--- config.mk ---
export PLATFORM = sky130hd
export DESIGN_NAME = hols_seq
export DESIGN_NICKNAME = d
export VERILOG_FILES = /design/src/design/hols_none.sv /design/src/design/hols_pkg.sv /design/src/design/hols_sync_edge.sv /design/src/design/hols_start_det.sv /design/src/design/hols_seq.sv
export SDC_FILE = /design/constraint.sdc
export NUM_CORES = 1
export LEC_CHECK = 0
export BUFFER_PORTS_ARGS = -buffer_cell sky130_fd_sc_hd__buf_2
export CORE_MARGIN = 8
export CORE_UTILIZATION = 42
export CTS_CLUSTER_DIAMETER = 200
export CTS_CLUSTER_SIZE = 10
export DETAILED_ROUTE_END_ITERATION = 16
export PLACE_DENSITY = 0.68
export SLEW_MARGIN = 30
export SYNTH_ARGS = -nofsm -noshare
export SYNTH_HDL_FRONTEND = slang
export SYNTH_SLANG_ARGS = --single-unit
export TNS_END_PERCENT = 10
--- constraint.sdc ---
create_clock -name ref_clk -period 7.8 [get_ports ref_clk]
set_input_delay 0.78 -clock ref_clk [delete_from_list [all_inputs] [get_ports ref_clk]]
set_output_delay 0.78 -clock ref_clk [all_outputs]
set_load 0.02 [all_outputs]
--- src/design/hols_none.sv ---
`timescale 1ns/100ps
`default_nettype none
`default_nettype wire

--- src/design/hols_pkg.sv ---
package hols_pkg;

    // Axis position and method code widths
    localparam int unsigned POS_W    = 32;
    localparam int unsigned METHOD_W = 8;
    localparam int unsigned CW_W     = 16;

    // Control word values around the homing start transition
    localparam logic [15:0] CW_OP_ENABLED  = 16'h000F;
    localparam logic [15:0] CW_HOMING_GO   = 16'h001F;
    localparam int unsigned CW_HOMING_BIT  = 4;

    // Supported homing methods
    localparam logic [7:0] METHOD_ORG_ONLY = 8'h16;  // method 22
    localparam logic [7:0] METHOD_PL_A     = 8'h17;  // method 23
    localparam logic [7:0] METHOD_PL_B     = 8'h18;  // method 24
    localparam logic [7:0] METHOD_PL_C     = 8'h19;  // method 25
    localparam logic [7:0] METHOD_PL_D     = 8'h1A;  // method 26

    // Situation: origin level at start, or limit seen during first run
    localparam logic [1:0] SIT_CLEAR  = 2'h0;  // origin inactive at start
    localparam logic [1:0] SIT_ACTIVE = 2'h1;  // origin active at start
    localparam logic [1:0] SIT_LIMIT  = 2'h2;  // positive limit hit first

    // Step index width and reset values
    localparam logic [1:0] STEP_FIRST = 2'h0;
    localparam logic [POS_W-1:0] HOME_POS_RST = 32'h0000_0000;

    // Input bit positions in the synchroniser vector
    localparam int unsigned IN_ORG = 0;
    localparam int unsigned IN_LIM = 1;
    localparam int unsigned IN_NUM = 2;

    // One motion segment of a homing sequence
    typedef struct packed {
        logic last;     // ending edge latches home
        logic on_fall;  // ends on origin falling edge, else rising
        logic fast;     // high speed, else low speed
        logic neg;      // negative direction, else positive
    } hols_seg_t;

    // Sequencer states, Gray along idle, run, done
    typedef enum logic [1:0] {
        ST_IDLE  = 2'b00,
        ST_RUN   = 2'b01,
        ST_DONE  = 2'b11,
        ST_FAULT = 2'b10
    } hols_state_t;

endpackage : hols_pkg

--- src/design/hols_sync_edge.sv ---
`timescale 1ns/100ps
`default_nettype none

module hols_sync_edge #(
    parameter int unsigned WIDTH = 2
) (
    // Clock and reset
    input  wire logic             ref_clk,
    input  wire logic             reset,
    // Raw switch levels from pins
    input  wire logic [WIDTH-1:0] async_in,
    // Synchronised level and edge pulses
    output logic      [WIDTH-1:0] level,
    output logic      [WIDTH-1:0] rise,
    output logic      [WIDTH-1:0] fall
);

    genvar i;
    generate
        for (i = 0; i < WIDTH; i = i + 1)
        begin : g_bit
            logic meta_reg;  // First stage, read only by second
            logic sync_reg;  // Second stage, safe to use
            logic prev_reg;  // Delayed copy for edge detection

            // Two-flop synchroniser plus one history stage
            always_ff @(posedge ref_clk)
            begin
                if (reset)
                begin
                    meta_reg <= 1'b0;
                    sync_reg <= 1'b0;
                    prev_reg <= 1'b0;
                end
                else
                begin
                    meta_reg <= async_in[i];
                    sync_reg <= meta_reg;
                    prev_reg <= sync_reg;
                end
            end

            // Edges only from settled stages
            assign level[i] = sync_reg;
            assign rise[i]  = sync_reg & ~prev_reg;
            assign fall[i]  = ~sync_reg & prev_reg;
        end
    endgenerate

endmodule : hols_sync_edge

`default_nettype wire

--- src/design/hols_start_det.sv ---
`timescale 1ns/100ps
`default_nettype none

module hols_start_det (
    // Clock and reset
    input  wire logic                       ref_clk,
    input  wire logic                       reset,
    // Control word from the motion master
    input  wire logic [hols_pkg::CW_W-1:0]  ctrl_word,
    // Start pulse and homing-enable level
    output logic                            start_pulse,
    output logic                            homing_on
);

    logic [hols_pkg::CW_W-1:0] prev_reg;  // Last cycle's control word

    // Hold previous word to see the transition
    always_ff @(posedge ref_clk)
    begin
        if (reset)
            prev_reg <= 16'h0000;
        else
            prev_reg <= ctrl_word;
    end

    // Only the exact ready-to-go change starts homing
    assign start_pulse = (prev_reg == hols_pkg::CW_OP_ENABLED) &&
                         (ctrl_word == hols_pkg::CW_HOMING_GO);
    assign homing_on   = ctrl_word[hols_pkg::CW_HOMING_BIT];

endmodule : hols_start_det

`default_nettype wire

--- src/design/hols_seq.sv ---
// Function
// M22 origin off: negative slow, home rising
// M22 origin on: positive, fall reverses, home rising
// M23 off: positive fast, rise negative slow, home fall
// M23 on: negative slow, home at falling edge
// M23 limit: negative fast, rise slow, home fall
// M24 off: fast, rise neg slow, fall pos, rise
// M24 on: negative slow, fall positive, home rising
// M24 limit: neg fast, rise slow, fall pos, rise
// M25 off: fast, rise slow, fall neg, home rise
// M25 on: positive slow, fall negative, home rise
// M25 limit: neg fast, rise pos, fall neg, rise
// M26 off: positive fast, rise slow, home fall
// M26 on: positive slow, home at falling edge
// M26 limit: neg fast, rise pos slow, home fall
// Master starts homing with control word change
// Synchronised edges; latch home, stop, signal done
// Limit during first fast run selects limit path
`timescale 1ns/100ps
`default_nettype none

module hols_seq (
    // Clock and reset
    input  wire logic                          ref_clk,
    input  wire logic                          reset,
    // Switch pins, asynchronous
    input  wire logic                          origin_in,
    input  wire logic                          pos_limit_in,
    // Motion master command
    input  wire logic [hols_pkg::CW_W-1:0]     ctrl_word,
    input  wire logic [hols_pkg::METHOD_W-1:0] homing_method,
    // Axis feedback
    input  wire logic [hols_pkg::POS_W-1:0]    axis_pos,
    // Motion command outputs
    output logic                               move_en,
    output logic                               speed_fast,
    output logic                               dir_neg,
    // Homing result
    output logic [hols_pkg::POS_W-1:0]         home_pos,
    output logic                               home_latch,
    output logic                               homing_busy,
    output logic                               homing_done,
    output logic                               homing_fault
);

    // Build one segment descriptor
    function automatic hols_pkg::hols_seg_t mk(
        input logic last,
        input logic on_fall,
        input logic fast,
        input logic neg
    );
        hols_pkg::hols_seg_t s;
        s.last    = last;
        s.on_fall = on_fall;
        s.fast    = fast;
        s.neg     = neg;
        return s;
    endfunction : mk

    // Segment table: method, situation and step to motion and end edge
    function automatic hols_pkg::hols_seg_t seg_of(
        input logic [hols_pkg::METHOD_W-1:0] method,
        input logic [1:0]                    sit,
        input logic [1:0]                    step
    );
        hols_pkg::hols_seg_t s;
        s = mk(1'b1, 1'b0, 1'b0, 1'b0);
        unique case (method)
            hols_pkg::METHOD_ORG_ONLY:
            begin
                if (sit == hols_pkg::SIT_CLEAR)
                    s = mk(1'b1, 1'b0, 1'b0, 1'b1);
                else if (step == 2'h0)
                    s = mk(1'b0, 1'b1, 1'b0, 1'b0);
                else
                    s = mk(1'b1, 1'b0, 1'b0, 1'b1);
            end
            hols_pkg::METHOD_PL_A:
            begin
                if (sit == hols_pkg::SIT_ACTIVE)
                    s = mk(1'b1, 1'b1, 1'b0, 1'b1);
                else if (step == 2'h0)
                    s = mk(1'b0, 1'b0, 1'b1,
                           sit == hols_pkg::SIT_LIMIT);
                else
                    s = mk(1'b1, 1'b1, 1'b0, 1'b1);
            end
            hols_pkg::METHOD_PL_B:
            begin
                if (sit == hols_pkg::SIT_ACTIVE)
                begin
                    if (step == 2'h0)
                        s = mk(1'b0, 1'b1, 1'b0, 1'b1);
                    else
                        s = mk(1'b1, 1'b0, 1'b0, 1'b0);
                end
                else if (step == 2'h0)
                    s = mk(1'b0, 1'b0, 1'b1,
                           sit == hols_pkg::SIT_LIMIT);
                else if (step == 2'h1)
                    s = mk(1'b0, 1'b1, 1'b0, 1'b1);
                else
                    s = mk(1'b1, 1'b0, 1'b0, 1'b0);
            end
            hols_pkg::METHOD_PL_C:
            begin
                if (sit == hols_pkg::SIT_ACTIVE)
                begin
                    if (step == 2'h0)
                        s = mk(1'b0, 1'b1, 1'b0, 1'b0);
                    else
                        s = mk(1'b1, 1'b0, 1'b0, 1'b1);
                end
                else if (step == 2'h0)
                    s = mk(1'b0, 1'b0, 1'b1,
                           sit == hols_pkg::SIT_LIMIT);
                else if (step == 2'h1)
                    s = mk(1'b0, 1'b1, 1'b0, 1'b0);
                else
                    s = mk(1'b1, 1'b0, 1'b0, 1'b1);
            end
            hols_pkg::METHOD_PL_D:
            begin
                if (sit == hols_pkg::SIT_ACTIVE)
                    s = mk(1'b1, 1'b1, 1'b0, 1'b0);
                else if (step == 2'h0)
                    s = mk(1'b0, 1'b0, 1'b1,
                           sit == hols_pkg::SIT_LIMIT);
                else
                    s = mk(1'b1, 1'b1, 1'b0, 1'b0);
            end
            default:
                s = mk(1'b1, 1'b0, 1'b0, 1'b0);  // Unsupported, never run
        endcase
        return s;
    endfunction : seg_of

    // Synchronised switch levels and edges
    logic [hols_pkg::IN_NUM-1:0] sw_level;
    logic [hols_pkg::IN_NUM-1:0] sw_rise;
    logic [hols_pkg::IN_NUM-1:0] sw_fall;

    // Start detection
    logic start_pulse;  // Control word went ready to go
    logic homing_on;    // Homing bit still held by master

    // Pins pass two flops before any use
    hols_sync_edge #(
        .WIDTH    (hols_pkg::IN_NUM)
    ) u_sync (
        .ref_clk  (ref_clk),
        .reset    (reset),
        .async_in ({pos_limit_in, origin_in}),
        .level    (sw_level),
        .rise     (sw_rise),
        .fall     (sw_fall)
    );

    // Start transition watcher
    hols_start_det u_start (
        .ref_clk     (ref_clk),
        .reset       (reset),
        .ctrl_word   (ctrl_word),
        .start_pulse (start_pulse),
        .homing_on   (homing_on)
    );

    // Sequencer state
    hols_pkg::hols_state_t              state_reg;   // Current state
    hols_pkg::hols_state_t              state_next;
    logic [hols_pkg::METHOD_W-1:0]      method_reg;  // Method taken at start
    logic [hols_pkg::METHOD_W-1:0]      method_next;
    logic [1:0]                         sit_reg;     // Situation in use
    logic [1:0]                         sit_next;
    logic [1:0]                         step_reg;    // Segment index
    logic [1:0]                         step_next;
    logic [hols_pkg::POS_W-1:0]         home_reg;    // Latched home
    logic [hols_pkg::POS_W-1:0]         home_next;
    logic                               run_reg;     // Motion enable
    logic                               fast_reg;    // Speed select
    logic                               neg_reg;     // Direction select
    logic                               latch_reg;   // Home latched pulse

    // Decoded conditions
    wire logic running   = (state_reg == hols_pkg::ST_RUN);
    wire logic org_lvl   = sw_level[hols_pkg::IN_ORG];
    wire logic org_rise  = sw_rise[hols_pkg::IN_ORG];
    wire logic org_fall  = sw_fall[hols_pkg::IN_ORG];
    wire logic lim_rise  = sw_rise[hols_pkg::IN_LIM];
    wire logic method_ok = (homing_method >= hols_pkg::METHOD_ORG_ONLY) &&
                           (homing_method <= hols_pkg::METHOD_PL_D);
    wire logic uses_lim  = (method_reg != hols_pkg::METHOD_ORG_ONLY);

    // Current segment and its ending edge
    hols_pkg::hols_seg_t cur_seg;
    assign cur_seg = seg_of(method_reg, sit_reg, step_reg);

    wire logic end_hit   = cur_seg.on_fall ? org_fall : org_rise;
    // Limit only counts on the first fast run, before origin rise
    wire logic lim_turn  = running && uses_lim && !end_hit &&
                           (sit_reg == hols_pkg::SIT_CLEAR) &&
                           (step_reg == hols_pkg::STEP_FIRST) &&
                           lim_rise;
    wire logic home_hit  = running && end_hit && cur_seg.last;
    wire logic step_hit  = running && end_hit && !cur_seg.last;
    wire logic abort     = running && !homing_on;
    wire logic new_start = !running && start_pulse;

    // Next-state decode
    always_comb
    begin
        state_next  = state_reg;
        method_next = method_reg;
        sit_next    = sit_reg;
        step_next   = step_reg;
        home_next   = home_reg;
        if (new_start)
        begin
            // Situation picked from origin level at start
            method_next = homing_method;
            sit_next    = org_lvl ? hols_pkg::SIT_ACTIVE
                                  : hols_pkg::SIT_CLEAR;
            step_next   = hols_pkg::STEP_FIRST;
            state_next  = method_ok ? hols_pkg::ST_RUN
                                    : hols_pkg::ST_FAULT;
        end
        else if (abort)
        begin
            // Master withdrew homing: stop, keep old home
            state_next = hols_pkg::ST_IDLE;
        end
        else if (home_hit)
        begin
            // Position in the edge cycle becomes home
            home_next  = axis_pos;
            state_next = hols_pkg::ST_DONE;
        end
        else if (lim_turn)
        begin
            // Switch to limit path, restart its segments
            sit_next  = hols_pkg::SIT_LIMIT;
            step_next = hols_pkg::STEP_FIRST;
        end
        else if (step_hit)
        begin
            // Reverse or slow down for the next segment
            step_next = step_reg + 2'h1;
        end
    end

    // Motion command for the coming segment
    hols_pkg::hols_seg_t nxt_seg;
    assign nxt_seg = seg_of(method_next, sit_next, step_next);
    wire logic run_next = (state_next == hols_pkg::ST_RUN);

    // State and index registers
    always_ff @(posedge ref_clk)
    begin
        if (reset)
        begin
            state_reg  <= hols_pkg::ST_IDLE;
            method_reg <= 8'h00;
            sit_reg    <= hols_pkg::SIT_CLEAR;
            step_reg   <= hols_pkg::STEP_FIRST;
            home_reg   <= hols_pkg::HOME_POS_RST;
        end
        else
        begin
            state_reg  <= state_next;
            method_reg <= method_next;
            sit_reg    <= sit_next;
            step_reg   <= step_next;
            home_reg   <= home_next;
        end
    end

    // Registered motion outputs; zeroed whenever not running
    always_ff @(posedge ref_clk)
    begin
        if (reset)
        begin
            run_reg   <= 1'b0;
            fast_reg  <= 1'b0;
            neg_reg   <= 1'b0;
            latch_reg <= 1'b0;
        end
        else
        begin
            run_reg   <= run_next;
            fast_reg  <= run_next & nxt_seg.fast;
            neg_reg   <= run_next & nxt_seg.neg;
            latch_reg <= home_hit && !abort;
        end
    end

    // Output drive
    assign move_en      = run_reg;
    assign speed_fast   = fast_reg;
    assign dir_neg      = neg_reg;
    assign home_pos     = home_reg;
    assign home_latch   = latch_reg;
    assign homing_busy  = running;
    assign homing_done  = (state_reg == hols_pkg::ST_DONE);
    assign homing_fault = (state_reg == hols_pkg::ST_FAULT);

endmodule : hols_seq

`default_nettype wire

# Yosys cells after proc, flatten, opt, wreduce, memory -nomap -nowiden
# Index checks and enable logic that the tools add are counted.
[word_totals]
reg_bits = 72
latch_bits = 0
ramBits = 0
mem_bits_ro = 0
inputBits = 60
out_inout_bits = 39
elab_cells = 119
mem_count = 0
[classes]
addsub = 1
n_mul = 0
div = 0
order_cmp = 2
eq_ne = 23
n_shift = 0
n_mux = 44
n_bitwise = 10
reduce_logical = 23
[op_table]
columns = ["cell", "count"]
rows = [
  ["8-bit by 5-bit == test with 1-bit output, second input constant", 10],
  ["4-bit two-way mux", 13],
  ["2-bit two-way mux", 22],
  ["4-bit one-hot mux with 5 select lines", 1],
  ["16-bit by 4-bit == test with 1-bit output, second input constant", 1],
  ["16-bit by 5-bit == test with 1-bit output, second input constant", 1],
  ["1-bit logical AND", 13],
  ["2-bit by 1-bit == test with 1-bit output, second input constant", 6],
  ["2-bit one-hot mux with 5 select lines", 1],
  ["2-bit == test, second input constant", 4],
  ["8-bit by 5-bit >= comparator with 1-bit output, second input constant", 1],
  ["8-bit by 5-bit <= comparator with 1-bit output, second input constant", 1],
  ["2-bit zero test", 4],
  ["8-bit two-way mux", 1],
  ["8-bit by 5-bit inequality test with 1-bit output, second input constant", 1],
  ["1-bit two-way mux", 6],
  ["1-bit bitwise AND", 5],
  ["1-bit zero test", 5],
  ["1-bit NOT", 5],
  ["3-bit AND reduction", 1],
  ["2-bit by 1-bit adder with 2-bit output, second input constant", 1],
]

# Depth between registers and ports, before layout
[logic_depth]
word_depth = 21
mapped_depth = 11
depth_no_buf = 11

# Cells and area by module
# A second synthesis with hierarchy kept.
[hier_totals]
hier_cells = 351
area_unflattened_um2 = 3080.5
[by_module_without_submodules]
columns = ["mod", "instances", "cells_per_inst", "area_per_inst_um2"]
rows = [
  ["hols_seq", 1, 286, 2343.5],
  ["hols_start_det", 1, 47, 539.3],
  ["hols_sync_edge", 1, 18, 197.7],
]

# Least setup slack after synthesis
# OpenSTA, ideal clock, no wires.
[synth_timing]
path_type = "in2reg"
startpoint = "in ctrl_word[12] in the netlist's numbering"
endpoint = "reg neg_reg, in the netlist dir_neg"
arrival_time_ns = 2.660
required_ns = 7.714
slack_ns = 5.055
cell_stages = 10
cell_sequence = "nor4bb_1 nand4_1 nor4_2 buf_2 buf_2 nand3b_1 inv_1 a21oi_1 or2_2 a211oi_1"
[synth_between]
elab_chain_cells = 10
[synth_lines]
columns = ["element", "line", "source"]
rows = [
  ["start: declaration", "hols_seq.sv:30", "input wire logic [hols_pkg::CW_W-1:0] ctrl_word,"],
  ["16-bit by 5-bit == test with 1-bit output (*)", "hols_start_det.sv:28", "(ctrl_word == hols_pkg::CW_HOMING_GO);"],
  ["1-bit logical AND (*)", "hols_start_det.sv:27", "assign start_pulse = (prev_reg == hols_pkg::CW_OP_ENABLED) &&"],
  ["1-bit logical AND (*)", "hols_seq.sv:208", "wire logic new_start = !running && start_pulse;"],
  ["2-bit two-way mux", "hols_seq.sv:218", "if (new_start)"],
  ["2-bit by 1-bit == test with 1-bit output", "hols_seq.sv:101, hols_seq.sv:118", ""],
  ["1-bit two-way mux (on tied branches)", "hols_seq.sv:118, hols_seq.sv:101", ""],
  ["2-bit two-way mux (on tied branches)", "hols_seq.sv:115, hols_seq.sv:98", ""],
  ["2-bit two-way mux (on tied branches)", "hols_seq.sv:108, hols_seq.sv:91", ""],
  ["2-bit one-hot mux with 5 select lines", "hols_seq.sv:69", "unique case (method)"],
  ["1-bit bitwise AND (*)", "hols_seq.sv:292", "neg_reg <= run_next & nxt_seg.neg;"],
  ["end signal: assignment", "hols_seq.sv:292", ""],
  ["end: declaration", "hols_seq.sv:182", "logic neg_reg;"],
]
# Mark *: on every way between the ends. The rest lies on a longest branch, timed or not.
# A chain may end at the register's enable or synchronous reset.

# Worst setup path in the final report
# Same ends and word-level chain as after synthesis.

==> summary.md <==
| Metric | Value |
|---|---|
| Mean routed wirelength per cell | `14.22 µm` |
| Setup Skew | `0.009032 ns` |
| Required @ worst endpoint | `8.07 ns` |
| Top_reg_cell synth | `dfxtp_1` |
| Worst-path clk slew | `0.09 ns` |
| P_leak | `1.514 nW` |
| Synth unique cells | `51` |
| Global Route Usage Sum | `0.1531` |
| Post-CTS Hold Buffers | `0` |
| Crit. End Element | `register` |
| Async SR Flop Fraction | `0` |
| CP top delay family | `compound AO/OA/AOI/OAI gates` |
| CP cell instances | `buf_2 > nor4bb_1 > nand4_1 > nor4_4 > buf_4 > inv_1 > o21ai_0 > a21oi_1 > a311o_1 > a211oi_1` |
| Vias | `2767` |
| Max reg flops | `32` |
| Max Cap Viol | `0` |
| CTS Buf Count | `9` |
| Slowest-stage cell, CP | `o21ai_0` |
| DP Worst Slack | `4.507 ns` |
| Via-per-instance ratio | `5.031` |
| Mapped cell area | `0.003027 mm²` |
| Filler cells | `716` |
| Clock sinks | `72` |
| Synth Warn # | `0` |
| Startpoint type of the worst setup path | `input port` |
| Clk root buf | `clkbuf_8` |
| Largest net degree at the start of global routing | `71` |
| # IOs | `99` |
| Nets | `508` |
| Area delta synth->final | `24.76%` |
| Register area share after synthesis | `0.4762` |
| FP Rows | `31` |
| VDD IR max | `0.1234 mV` |
| CTS tree | `built` |
| Pre-Repair DR Iteration Count | `4` |
| Worst Hold Launch | `u_sync.g_bit[0].meta_reg` |
| Initial antenna violation count | `0` |
| Slew @ Worst Pin | `0.7011 ns` |
| Antenna-violating nets left | `0` |
| WP buf/inv | `3` |
| Unrepaired setup endpoints after global routing | `no` |
| Area leader, netlist | `dfxtp_1` |
| Status | `completed` |
| Die Wd | `100.9 µm` |
| Fin crit period | `2.990 ns` |
| Final core occ | `0.5320` |
| Clock Latency Late Sink | `0.35 ns` |
| Post-CTS resize count | `0` |
| N_diodes | `0` |
| DP HPWL | `5.592 mm` |
| DRC Markers | `0` |
| Setup TNS | `0 ns` |
| GRT Residual Overflow | `0` |
| Setup Fix Bufs, Post-CTS | `0` |
| Synthesized area per cell | `8.526 µm²` |
| CTS max path bufs | `2` |
| Count of final hold-check violations | `0` |
| CP Max Fanout | `33` |
| Synth Register Bits | `72` |
| Reg-to-Reg End | `dir_neg` |
| Hold Path Stages | `1` |
| Starting Density | `0.4264` |
| WS Path Type | `in2reg` |
| # setup viols final | `0` |
| Area contributors post-synth | `dfxtp_1 (48%), nand2_1 (9.4%), a21oi_1 (7.4%)` |
| Mapped Nets | `417` |
| Pwr Density | `181.9 mW/mm²` |
| Die Ht | `100.9 µm` |
| Via count of the first global-routing pass | `2768` |
| Dpl cell area | `0.003588 mm²` |
| Cell area after layout | `0.003776 mm²` |
| Most frequent cell after synthesis | `nand2_1` |
| First-pass GRT wire length | `12.67 mm` |
| Final RePlAce weighted congestion | `0.8907` |
| CP peak stage delay | `0.42 ns` |
| Share of layout cells above drive strength 1 | `0.2794` |
| Highest Clock Rate | `0.3345 GHz` |
| Buffers on Ports | `98` |
| Setup slack, reg-to-reg | `4.85 ns` |
| Wirelength, routed | `7.819 mm` |
| DRT iter0 DRCs | `147` |
| Pins Over Slew Limit | `0` |
| Crit share post-route | `0.3833` |
| Worst hold path endpoint | `u_sync.g_bit[0].sync_reg` |
| Cell count after synthesis | `355` |
| Die area | `0.01018 mm²` |
| Post-route setup slack | `4.810 ns` |
| Commonest cells post-synth | `nand2_1 (76), dfxtp_1 (72), a21oi_1 (45)` |
| R2R Path Start | `step_reg[0]` |
| Slew HR | `0.5260` |
| Reg2Reg Depth | `10` |
| Critical path depth in cells | `10` |
| Min-delay worst type | `reg2reg` |
| CP Data Arrival Time | `3.26 ns` |
| Number of synthesized flops with an enable pin | `0` |
| Core box area | `0.007098 mm²` |
| H-Tree Level Count | `3` |
| Yosys top cell area share | `0.4762` |
[power by group]
part	internal, mW	switching, mW
clock	0.122	0.161
combinational	0.0158	0.0143
sequential	0.373	0.00152
total	0.511	0.176
[worst max-delay path by stage]
stage	from	to	slack, ns
global placement	ctrl_word[12]	dir_neg	4.55
global route	ctrl_word[0]	dir_neg	4.65
finish	ctrl_word[12]	dir_neg	4.81
CTS	ctrl_word[12]	dir_neg	4.87
detailed placement	ctrl_word[12]	dir_neg	4.51
floorplan	ctrl_word[12]	dir_neg	5.05
[final cells by class]
cell class | count | area [µm²] | area share
sequential | 72 | 1441 | 0.3817
clock inverter | 7 | 63.81 | 0.01690
clock buffer | 9 | 123.9 | 0.03280
tap | 99 | 123.9 | 0.03280
inverter | 9 | 33.78 | 0.008946
timing repair buffer | 100 | 505.5 | 0.1339
multi-input combinational | 254 | 1484 | 0.3930
[routing by layer]
layer  part of all wire  routed length (µm)  vias up  GRT usage
li1                   -                   -     1404          -
met1               0.42                3315     1241     0.1715
met2               0.45                3534      105     0.2415
met3               0.10                 795       17    0.08011
met4              0.022                 173        0    0.05613
met5                  0                   0        -          0
[logic make-up (layout without fill, tap and decap cells)]
family,after synthesis,count (layout),share of synthesized area
and+or+nand+nor,164,164,0.2774
adders and majority gates,2,2,0.008267
muxes,9,9,0.02977
buffers and inverters,29,125,0.03762
DFF,72,72,0.4762
AOI/OAI and AO/OA,79,79,0.1707
[worst register-to-register path: stages (launching register included)]
cell,delay [ns]
dfxtp_1,0.40
inv_1,0.10
ha_1,0.27
mux2i_1,0.25
o31ai_4,0.11
a2111o_1,0.48
a2111oi_0,0.50
a31oi_1,0.17
o211a_1,0.20
a311oi_1,0.24
a211oi_1,0.11
[layout by cell type (no fill, tap or decap), types with 3 or more instances in the layout]
cell type	instances
buf_2	98
nand2_1	75
dfxtp_1	72
a21oi_1	45
nor2b_1	25
nor2_1	16
mux2i_1	9
clkbuf_8	9
inv_1	8
nor3_1	8
o21ai_0	6
nor4b_1	4
nor4_1	4
nand3_1	4
a211oi_1	4
nand3b_1	3
nand4_1	3
a31oi_1	3
a2111oi_0	3
[per-stage QoR]
stage	instances	total power, mW	hold WS (ns)
floorplan	355	0.3944	0.4138
global placement	534	0.4128	0.4211
detailed placement	534	0.4132	0.4313
CTS	550	0.6947	0.4557
global route	550	0.7165	0.4799
finish	550	0.6870	0.4511
No activity file was read; power rests on OpenSTA's default activity.
